<file path="src/hdl/asrm_pkg.sv">
// Constants, register map and carrier types of the audio routing matrix.
// Assumes a 32-bit Avalon-MM slave port and same-clock peripherals.
// Behaviour
// Frame-sync fields pick pins, port, generator, level sources
// Pin driven only while its enable is one
// Polarity bits invert pins 19 and 20
// Pin-output fields are six bits wide
// Pin-output source list covers all listed outputs
// Four pin registers, five fields, polarity last
// Misc lines reappear only as pin/enable sources
// Misc fields pick pins, timers, strobe, generators, levels
// Misc lines drive irq, timer, flag, inverted inputs
// Disabled pin is undriven and usable as input
// Enable fields pick levels, misc A, port, timer, flag
// Twenty enable fields, five per register
// Only flags 10 to 15 reach pins
// Constant sources make any pin general I/O
// Thirty-two channels, readable cause latches
// Priority bit steers to high or low request
// Reading a latch clears what it returned
// One source may feed any number of fields
// Frame-sync fields are five bits wide
// Enable fields reset to constant low
package asrm_pkg;
   localparam int ASRM_PINS = 20;
   localparam int ASRM_FS_W = 5;
   localparam int ASRM_PIN_W = 6;
   localparam int ASRM_MISC_W = 5;
   localparam int ASRM_PBEN_W = 6;
   localparam int ASRM_FPR = 5;
   localparam int ASRM_IRQ_N = 32;
   localparam int ASRM_AW = 8;
   // Word indices of the register map
   localparam logic [3:0] ASRM_IX_FS0 = 4'h0;
   localparam logic [3:0] ASRM_IX_PIN0 = 4'h3;
   localparam logic [3:0] ASRM_IX_MISCA = 4'h7;
   localparam logic [3:0] ASRM_IX_MISCB = 4'h8;
   localparam logic [3:0] ASRM_IX_PBEN0 = 4'h9;
   localparam logic [3:0] ASRM_IX_PRI = 4'hd;
   localparam logic [3:0] ASRM_IX_LATH = 4'he;
   localparam logic [3:0] ASRM_IX_LATL = 4'hf;
   localparam int ASRM_NCFG = 14;
   localparam int ASRM_POL19_BIT = 30;
   localparam int ASRM_POL20_BIT = 31;
   localparam logic [31:0] ASRM_CFG_RESET = 32'h0000_0000;
   // Writable bits per register; the rest read as zero
   localparam logic [31:0] ASRM_M30 = 32'h3fff_ffff;
   localparam logic [31:0] ASRM_M15 = 32'h0000_7fff;
   localparam logic [31:0] ASRM_M25 = 32'h01ff_ffff;
   localparam logic [31:0] ASRM_MALL = 32'hffff_ffff;
   // Encodings of the constant sources in each group
   localparam logic [4:0] ASRM_FS_LOW = 5'h1c;
   localparam logic [4:0] ASRM_FS_HIGH = 5'h1d;
   localparam logic [5:0] ASRM_PIN_LOW = 6'h3d;
   localparam logic [5:0] ASRM_PIN_HIGH = 6'h3e;
   localparam logic [4:0] ASRM_MISC_LOW = 5'h1c;
   localparam logic [4:0] ASRM_MISC_HIGH = 5'h1d;
   localparam logic [5:0] ASRM_PBEN_LOW = 6'h00;
   localparam logic [5:0] ASRM_PBEN_HIGH = 6'h01;

   typedef struct packed {
      logic read;
      logic write;
      logic [ASRM_AW-1:0] address;
      logic [31:0] writedata;
      logic [3:0] byteenable;
   } asrm_avm_req_t;

   // Outputs of the on-chip peripherals offered to the matrix
   typedef struct packed {
      logic [5:0] serial_port_fsync_out;
      logic [5:0] serial_port_clock_out;
      logic [11:0] serial_port_data_out;
      logic [23:0] serial_port_drive_enable;
      logic [1:0] clock_gen_clock_out;
      logic [1:0] clock_gen_fsync_out;
      logic [2:0] timer_out;
      logic [2:0] timer_drive_enable_out;
      logic [5:0] flag_line_out;
      logic [5:0] flag_drive_enable_out;
      logic parallel_strobe_out;
      logic [21:0] periph_irq_event;
   } asrm_src_t;

   // Routed inputs handed back to the peripherals
   typedef struct packed {
      logic [5:0] serial_port_fsync_in;
      logic [7:0] input_data_channel_fsync_in;
      logic [2:0] timer_in;
      logic [4:0] flag_line_in;
      logic inverted_misc_a4_in;
      logic inverted_misc_a5_in;
   } asrm_dst_t;
endpackage

</file>
<file path="src/hdl/asrm_matrix.sv">
// Routing crossbar for the audio interface: frame-sync, pin-output,
// miscellaneous and pin-enable groups, plus the interrupt latch front end.
// Assumes peripherals on mclk; pad levels are asynchronous and synchronised.
//
// Decided for this implementation: the Avalon-MM slave port and the address map.
`timescale 1ns/1ns
module asrm_matrix
(
   // Clock and reset
   input wire logic mclk,
   input wire logic rstn,
   // Avalon-MM slave
   input wire asrm_pkg::asrm_avm_req_t avm_req,
   output logic [31:0] avm_readdata,
   output logic avm_waitrequest,
   // Peripheral side
   input wire asrm_pkg::asrm_src_t periph_src,
   output asrm_pkg::asrm_dst_t periph_dst,
   // Pads: level seen at the pad, drive value and drive enable
   input wire logic [19:0] pad_level,
   output logic [19:0] pin_buffer_in,
   output logic [19:0] pin_buffer_drive_enable,
   // Core interrupt requests
   output logic core_irq_high,
   output logic core_irq_low
);
   import asrm_pkg::*;

   logic [31:0] cfg [0:ASRM_NCFG-1];
   logic ack;
   logic [31:0] next_readdata;
   logic [19:0] pad_s1;
   logic [19:0] pad_s2;
   logic [19:0] pad_s3;
   logic [19:0] pin_buffer_out;
   logic [31:0] latch_h;
   logic [31:0] latch_l;
   logic [31:0] irq_prev;

   // Bus decode; a request is answered on its second cycle
   wire bus_req = avm_req.read | avm_req.write;
   wire in_map = (avm_req.address[ASRM_AW-1:6] == '0);
   wire [3:0] idx = avm_req.address[5:2];
   wire wr_fire = avm_req.write & ack & in_map;
   wire rd_fire = avm_req.read & ack & in_map;
   wire rd_cap = avm_req.read & ~ack;
   wire [31:0] be_mask = {{8{avm_req.byteenable[3]}}, {8{avm_req.byteenable[2]}},
                          {8{avm_req.byteenable[1]}}, {8{avm_req.byteenable[0]}}};
   assign avm_waitrequest = bus_req & ~ack;

   // Writable mask per configuration word
   function automatic logic [31:0] rw_mask(input int r);
      logic [31:0] m;
      m = ASRM_M30;
      if (r == 1)
      begin
         m = ASRM_M15;
      end
      else if (r == 2)
      begin
         m = ASRM_M25;
      end
      else if (r == 6)
      begin
         m = ASRM_MALL; // polarity bits live in the top two
      end
      else if (r == ASRM_NCFG-1)
      begin
         m = ASRM_MALL;
      end
      return m;
   endfunction

   // Handshake: one wait cycle, then the accepting cycle
   always_ff @(posedge mclk or negedge rstn)
   begin
      if (!rstn)
      begin
         ack <= 1'b0;
      end
      else
      begin
         ack <= bus_req & ~ack;
      end
   end

   // Configuration words; byte lanes honoured, reserved bits kept zero
   genvar r;
   generate
      for (r = 0; r < ASRM_NCFG; r++)
      begin : g_cfg
         always_ff @(posedge mclk or negedge rstn)
         begin
            if (!rstn)
            begin
               cfg[r] <= ASRM_CFG_RESET;
            end
            else if (wr_fire && idx == 4'(r))
            begin
               cfg[r] <= (cfg[r] & ~(be_mask & rw_mask(r)))
                         | (avm_req.writedata & be_mask & rw_mask(r));
            end
         end
      end
   endgenerate

   // Read data chosen in the wait cycle and held until the next read
   always_comb
   begin
      next_readdata = 32'h0000_0000;
      if (in_map)
      begin
         if (idx == ASRM_IX_LATH)
         begin
            next_readdata = latch_h;
         end
         else if (idx == ASRM_IX_LATL)
         begin
            next_readdata = latch_l;
         end
         else
         begin
            next_readdata = cfg[idx];
         end
      end
   end

   always_ff @(posedge mclk or negedge rstn)
   begin
      if (!rstn)
      begin
         avm_readdata <= 32'h0000_0000;
      end
      else if (rd_cap)
      begin
         avm_readdata <= next_readdata;
      end
   end

   // Pad synchroniser; a change counts once stages two and three agree
   always_ff @(posedge mclk or negedge rstn)
   begin
      if (!rstn)
      begin
         pad_s1 <= 20'h0_0000;
         pad_s2 <= 20'h0_0000;
         pad_s3 <= 20'h0_0000;
         pin_buffer_out <= 20'h0_0000;
      end
      else
      begin
         pad_s1 <= pad_level;
         pad_s2 <= pad_s1;
         pad_s3 <= pad_s2;
         pin_buffer_out <= (pad_s2 & pad_s3) | (pin_buffer_out & (pad_s2 ^ pad_s3));
      end
   end

   // Source lists, one per group; the index is the field encoding.
   // Unused codes fall on zero bits so they read as a quiet low.
   wire [31:0] fs_src = {2'b00, 1'b1, 1'b0, periph_src.clock_gen_fsync_out,
                         periph_src.serial_port_fsync_out, pin_buffer_out};
   wire [31:0] misc_src = {2'b00, 1'b1, 1'b0, periph_src.clock_gen_fsync_out,
                           periph_src.clock_gen_clock_out, periph_src.parallel_strobe_out,
                           periph_src.timer_out, pin_buffer_out};
   logic [5:0] misc_a;
   logic [5:0] misc_b;
   // Flag sources are flags 10 to 15 only; the other ten never reach a pin
   wire [63:0] pin_src = {1'b0, 1'b1, 1'b0, periph_src.clock_gen_fsync_out,
                          periph_src.clock_gen_clock_out, misc_b[3:0],
                          periph_src.flag_line_out, periph_src.timer_out,
                          periph_src.serial_port_fsync_out, periph_src.serial_port_clock_out,
                          periph_src.serial_port_data_out, pin_buffer_out};
   wire [63:0] pben_src = {23'h00_0000, periph_src.flag_drive_enable_out,
                           periph_src.timer_drive_enable_out,
                           periph_src.serial_port_drive_enable, misc_a,
                           1'b1, 1'b0};

   // Frame-sync group: ports in word 0, channels 0-2 in word 1, 3-7 in word 2
   logic [13:0] fs_route;
   genvar k;
   generate
      for (k = 0; k < 14; k++)
      begin : g_fs
         localparam int W = (k < 6) ? 0 : ((k < 9) ? 1 : 2);
         localparam int F = (k < 6) ? k : ((k < 9) ? k - 6 : k - 9);
         wire [ASRM_FS_W-1:0] sel = cfg[ASRM_IX_FS0 + W][F*ASRM_FS_W +: ASRM_FS_W];
         assign fs_route[k] = fs_src[sel];
      end
   endgenerate

   // Misc group: six A lines in one word, six B lines in the next
   generate
      for (k = 0; k < 6; k++)
      begin : g_misc
         wire [ASRM_MISC_W-1:0] sel_a = cfg[ASRM_IX_MISCA][k*ASRM_MISC_W +: ASRM_MISC_W];
         wire [ASRM_MISC_W-1:0] sel_b = cfg[ASRM_IX_MISCB][k*ASRM_MISC_W +: ASRM_MISC_W];
         assign misc_a[k] = misc_src[sel_a];
         assign misc_b[k] = misc_src[sel_b];
      end
   endgenerate

   // Pin-output and pin-enable groups, five pins to a word
   logic [19:0] pin_route;
   logic [19:0] pin_en;
   generate
      for (k = 0; k < ASRM_PINS; k++)
      begin : g_pin
         wire [ASRM_PIN_W-1:0] sel_o = cfg[ASRM_IX_PIN0 + k/ASRM_FPR]
                                          [(k%ASRM_FPR)*ASRM_PIN_W +: ASRM_PIN_W];
         wire [ASRM_PBEN_W-1:0] sel_e = cfg[ASRM_IX_PBEN0 + k/ASRM_FPR]
                                           [(k%ASRM_FPR)*ASRM_PBEN_W +: ASRM_PBEN_W];
         assign pin_route[k] = pin_src[sel_o];
         assign pin_en[k] = pben_src[sel_e];
      end
   endgenerate

   // Polarity bits flip the two top pins to active low
   wire pol19 = cfg[ASRM_IX_PIN0 + 3][ASRM_POL19_BIT];
   wire pol20 = cfg[ASRM_IX_PIN0 + 3][ASRM_POL20_BIT];
   wire [19:0] pin_final = pin_route ^ {pol20, pol19, 18'h0_0000};

   // Pad outputs are registered, so routing to a pin costs one cycle.
   // A disabled pin shows zero drive value so nothing leaks onto the pad.
   always_ff @(posedge mclk or negedge rstn)
   begin
      if (!rstn)
      begin
         pin_buffer_in <= 20'h0_0000;
         pin_buffer_drive_enable <= 20'h0_0000;
      end
      else
      begin
         pin_buffer_in <= pin_final & pin_en;
         pin_buffer_drive_enable <= pin_en;
      end
   end

   // Routed inputs back to the peripherals, also registered
   always_ff @(posedge mclk or negedge rstn)
   begin
      if (!rstn)
      begin
         periph_dst <= '0;
      end
      else
      begin
         periph_dst.serial_port_fsync_in <= fs_route[5:0];
         periph_dst.input_data_channel_fsync_in <= fs_route[13:6];
         periph_dst.timer_in <= misc_b[2:0];
         periph_dst.flag_line_in <= {misc_a[2], misc_a[0], misc_b[5:3]};
         periph_dst.inverted_misc_a4_in <= ~misc_a[4];
         periph_dst.inverted_misc_a5_in <= ~misc_a[5];
      end
   end

   // Interrupt channels: 28-31 from misc A0-A3, 22-27 from misc B0-B5
   wire [31:0] irq_chan = {misc_a[3:0], misc_b, periph_src.periph_irq_event};
   wire [31:0] irq_rise = irq_chan & ~irq_prev;
   wire [31:0] pri = cfg[ASRM_IX_PRI];
   wire [31:0] set_h = irq_rise & pri;
   wire [31:0] set_l = irq_rise & ~pri;
   // Clear only what the read returned, so a later event survives
   wire [31:0] clr_h = (rd_fire && idx == ASRM_IX_LATH) ? avm_readdata : 32'h0000_0000;
   wire [31:0] clr_l = (rd_fire && idx == ASRM_IX_LATL) ? avm_readdata : 32'h0000_0000;
   wire [31:0] next_latch_h = (latch_h & ~clr_h) | set_h; // set wins
   wire [31:0] next_latch_l = (latch_l & ~clr_l) | set_l; // set wins

   // Latches and the two core requests
   always_ff @(posedge mclk or negedge rstn)
   begin
      if (!rstn)
      begin
         irq_prev <= 32'h0000_0000;
         latch_h <= 32'h0000_0000;
         latch_l <= 32'h0000_0000;
         core_irq_high <= 1'b0;
         core_irq_low <= 1'b0;
      end
      else
      begin
         irq_prev <= irq_chan;
         latch_h <= next_latch_h;
         latch_l <= next_latch_l;
         core_irq_high <= |next_latch_h;
         core_irq_low <= |next_latch_l;
      end
   end
endmodule

</file>
<file path="config.mk">
export PLATFORM = sky130hd
export DESIGN_NAME = asrm_matrix
export DESIGN_NICKNAME = d
export VERILOG_FILES = /design/src/hdl/asrm_pkg.sv /design/src/hdl/asrm_matrix.sv
export SDC_FILE = /design/constraint.sdc
export NUM_CORES = 2
export LEC_CHECK = 0
export BUFFER_PORTS_ARGS = -buffer_cell sky130_fd_sc_hd__buf_2
export CORE_MARGIN = 4
export CORE_UTILIZATION = 57
export DETAILED_ROUTE_END_ITERATION = 16
export PLACE_DENSITY_LB_ADDON = 0.1
export SLEW_MARGIN = 20
export SYNTH_ARGS = -nofsm -noshare
export SYNTH_HDL_FRONTEND = slang
export SYNTH_SLANG_ARGS = --single-unit
</file>
<file path="constraint.sdc">
create_clock -name mclk -period 8.9 [get_ports mclk]
set_clock_uncertainty 0.1 [all_clocks]
set_input_delay 0.89 -clock mclk [delete_from_list [all_inputs] [get_ports mclk]]
set_output_delay 0.89 -clock mclk [all_outputs]
set_load 0.01 [all_outputs]
</file>
After elaboration in Yosys (flattened, before gate mapping)
Index checks and enable logic that the tools add are counted.

Word-level logic and storage cells: 336. Input port bits: 161. Register bits after elaboration: 723. Output and inout bits: 99.

Eq/ne operators: 15. $lt $le $gt $ge: 67. Mux-type cells: 140. Reduce and logical (&&, ||, !) cells: 20. Bitwise logic cells: 61.

Operators by type and width (count): 32-bit bitwise AND (20); 32-bit by 30-bit bitwise OR with 32-bit output (10); 6-bit by 7-bit less-than comparator with 1-bit output, second input constant (40); 1-bit binary-select mux with 6-bit select (40); 32-bit 2-to-1 mux (7); 32-bit inverter (5); 5-bit by 6-bit less-than comparator with 1-bit output, second input constant (26); 1-bit binary-select mux with 5-bit select (26); 32-bit binary-select mux with 4-bit select (1); 32-bit bitwise OR (4); 1-bit 2-to-1 mux (66); 32-bit OR reduction (2); 20-bit bitwise AND (3); 20-bit bitwise XOR (2); 4-bit equality test, second input constant (8); 15-bit inverter with 32-bit output (1); 25-bit inverter with 32-bit output (1); 30-bit inverter with 32-bit output (1); 32-bit by 15-bit bitwise OR with 32-bit output (1); 32-bit by 25-bit bitwise OR with 32-bit output (1); 20-bit bitwise OR (1); 4-bit by 3-bit equality test with 1-bit output, second input constant (4); 1-bit logical AND (16); 4-bit by 2-bit equality test with 1-bit output, second input constant (2); 8 further kinds (15).

Longest topological paths before layout
Depth in word-level cells: 8. Depth in mapped cells: 11. Gate-level depth less buffers: 9.

Worst setup path before layout
OpenSTA, ideal clock, no wires.

Kind: input to register. Start: input avm_req[39] (netlist name). End: register core_irq_high. Slack: 5.456 ns. Stages on the path: 10. Buffers on the path: 2. Arrival: 3.214 ns. Data required time: 8.670 ns. Library setup time: 0.130 ns. Cell sequence: buf_4 -> and4b_1 -> buf_2 -> nand3_1 -> o2bb2ai_1 -> or4_1 -> or3_1 -> nor4_1 -> or4b_1 -> nand3b_1.

Longest elaborated chain between the ends: 7.

RTL lines: from (decl) (RTL line asrm_matrix.sv:13) `input wire asrm_pkg::asrm_avm_req_t avm_req,`; 4-bit equality test (RTL line asrm_matrix.sv:264) `wire [31:0] clr_h = (rd_fire && idx == ASRM_IX_LATH) ? avm_readdata : 32'h0000_0000;`; 1-bit logical AND (RTL line asrm_matrix.sv:264); 32-bit 2-to-1 mux (RTL line asrm_matrix.sv:264); 32-bit inverter (RTL line asrm_matrix.sv:266) `wire [31:0] next_latch_h = (latch_h & ~clr_h) | set_h;`; 32-bit bitwise AND (RTL line asrm_matrix.sv:266); 32-bit bitwise OR (RTL line asrm_matrix.sv:266); named net next_latch_h[17] (RTL line asrm_matrix.sv:266); 32-bit OR reduction (RTL line asrm_matrix.sv:285) `core_irq_high <= |next_latch_h;`; to (signal assigned) (RTL line asrm_matrix.sv:285); to (decl) (RTL line asrm_matrix.sv:24) `output logic core_irq_high,`.

The timed path passes the listed nets, and every way through them passes these cells. A chain may end at the register's enable or synchronous reset.

Final worst setup path
Same ends and word-level chain as after synthesis.

==> flow_summary.yaml <==
global_routing:
  grt_usage_pct: 44.9
  grt_max_degree: 156
  grt_pass1_vias: 41262
  antenna_found_initial: 32
  met2_usage_pct: 62.9
  busiest_layer: "met2"
  grt_overflow: 0
  grt.met1_usage_pct: 54.8
  grt_pass1_wl_um: 304000
  met3_usage_pct: 21.7
run:
  cap_violations: 0
clock_tree:
  clock_latency_ns: 0.70
  cts_hold_buf: 0
  cts_made_buffers: 78
  post_cts_buffers: 0
  h-tree-depth: 3
  root_buffer: "clkbuf_16"
  cts.sinks: 671
  cts_max_path_buffers: 3
  path_clk_slew_ns: 0.06
  cts-resized-gates: 0
  cts_tree: "yes"
yosys:
  synth_top_cell_by_area: "mux4_2"
  synth_edf_count: 0
  synth.area.top_cells: "mux4_2 33%, dfrtp_1 32%, mux2_2 9.2%, clkbuf_1 3.9%, mux2i_1 3.1%"
  synth_compound_area_share_pct: 9.16
  synth-async-reset-ratio_pct: 100
  synth_top_area_share_pct: 32.9
  synthAdderAreaFrac_pct: 0.480
  syn_inst: 4221
  netlist-cell-type-count: 76
  ys.flop_type: "dfrtp_1"
  ys_seq_area_share_pct: 32.2
  ys_warn_count: 0
  synthMuxAreaShare_pct: 45.8
  ys_ff_latch: 671
  yosys.area_share.simple_pct: 6.60
  synth_top_family_by_area: "multiplexers"
  syn-num-nets: 4402
  synth_area_per_cell_um2: 12.3
  netlist_area_mm2: 0.0521
  synth_xor_area_share_pct: 0
critical_path:
  cpMostUsedCell: "buf_4"
  reg2reg_to: "pin_buffer_in[1]"
  cp-end-kind: "register"
  r2r_slack_ns: 4.40
  required_ns: 9.36
  r2r_cells: 10
  worstSetupPathType: "in2reg"
  timing.rr.start: "pin_buffer_out[17]"
  critical_path_arrival_ns: 5.15
  slowest_stage: "buf_4"
  critPathMaxFanout: 49
  crit_path_max_incr_delay_ns: 0.68
  path_cells: "buf_4 -> and4b_1 -> buf_4 -> and2_1 -> buf_4 -> nand2_1 -> o2bb2ai_1 -> or4_1 -> nor4_1 -> or4b_1 -> nand3b_1"
  start_kind: "primary input"
power_and_ir_drop:
  vdd_ir_drop_max_mv: 0.156
  cellPowerDensity_mw_per_mm2: 166
  p_leak_nw: 21.4
placement:
  port_buffers: 257
  routabilityCongestion: 0.989
  dp_cells: 5065
  dpl.hpwl_um: 133000
floorplan:
  die_area_mm2: 0.0963
  pin_count: 260
  dieHeight_um: 310
  rows: 110
  coreArea_mm2: 0.0904
  start_util_pct: 57.6
  die_x_um: 310
finish:
  final_nets: 4150
  layout_common_cells: "762 x mux4_2, 650 x dfrtp_1, 426 x mux2_2, 254 x buf_2, 248 x nand2_1"
  stdcell_count: 5234
  syn_to_final_growth_pct: 7.00
  layout-drive-gt1-share_pct: 42.0
  final_common_cell: "mux4_2"
hold_path:
  hold_class: "in2async"
route:
  routed_wl_um: 216000
  drt_iter0_drc: 7363
  drt_first_pass_iters: 9
  drc: 0
  vias: 42873
  wl_per_cell_um: 41.3
  antenna_left: 0
  vias_per_cell: 8.19
run_status:
  status: "finished, final reports clean"
timing:
  maxSlewHeadroom_pct: 11.1
  tns_ns: 0
  max_freq_ghz: 0.213
  period_minus_slack_ns: 4.69
  fin_crit_sh_pct: 52.7
  finalMaxSlewViolations: 0
  worst_pin_slew_ns: 1.33
  rsz0062_at_grt: "no"
  hold_violations: 0
  setup_viol_count_final: 0
kinds of logic after synthesis:
logic type,after synthesis
compound gates,721
flops,671
mux,1362
buf+inv,762
fa+ha+maj,20
simple gates,685
layout make-up:
type / count / area [um^2]
Inverter: 98 / 368
Antenna cell: 25 / 62.6
Clock inverter: 36 / 571
Sequential cell: 671 / 16800
Tap cell: 1176 / 1470
Fill cell: 7018 / 34700
Timing Repair Buffer: 332 / 1890
Clock buffer: 108 / 2180
Multi-Input combinational cell: 2788 / 32400
synthesized netlist by cell type, types with 33 or more instances:
cell type,instances
nand2b_1,42
inv_1,98
nand2_1,248
clkbuf_1,547
mux2i_1,164
a21o_1,41
buf_1,47
nor2_1,141
mux4_2,762
a311o_1,33
mux2_2,426
o21ai_0,237
a21oi_1,119
dfrtp_1,671
nor3b_1,50
nand3b_1,48
buf_2,42
critical path: cells and delay by family:
family                 cells  cell delay, ns
AO/OA/AOI/OAI              1            0.14
buffers and inverters      3            1.47
AND/OR/NAND/NOR            7            2.58
power breakdown:
part / total, W / switching, W / internal (W)
registers: 0.00362 / 0.000394 / 0.00322
clock network: 0.00349 / 0.00146 / 0.00203
logic: 0.00217 / 0.00120 / 0.000965
total: 0.00927 / 0.00305 / 0.00622
how the worst max path moves through the flow:
stage                          endpoint  slack [ns]  cells after the start        start
after floorplan           core_irq_high        5.46                     10  avm_req[39]
after global placement    core_irq_high        3.58                     11  avm_req[39]
after detailed placement  core_irq_high        3.62                     11  avm_req[39]
after CTS                 core_irq_high        4.33                     11  avm_req[39]
after global routing      core_irq_high        4.11                     11  avm_req[39]
final                     core_irq_high        4.21                     11  avm_req[39]
metal layers:
metal	vias to the layer above	wire [um]
li1	16036	-
met1	21632	70300
met4	20	20000
met2	4030	89300
met3	1155	36400
met5	-	129
per-stage QoR:
step / hold WS [ns] / power (W) / utilization (%) / worst slack [ns] / cell area, um^2
6_report: 0.0790 / 0.00927 / 61.7 / 4.21 / 55800
5_1_grt: 0.118 / 0.00948 / 61.6 / 4.11 / 55700
4_1_cts: 0.0786 / 0.00917 / 61.6 / 4.33 / 55700
3_5_place_dp: 0.235 / 0.00572 / 58.5 / 3.62 / 52900
3_3_place_gp: 0.235 / 0.00568 / 58.5 / 3.58 / 52900
2_1_floorplan: 0.231 / 0.00487 / - / 5.46 / 52100
Power figures use the tool's default switching activity.
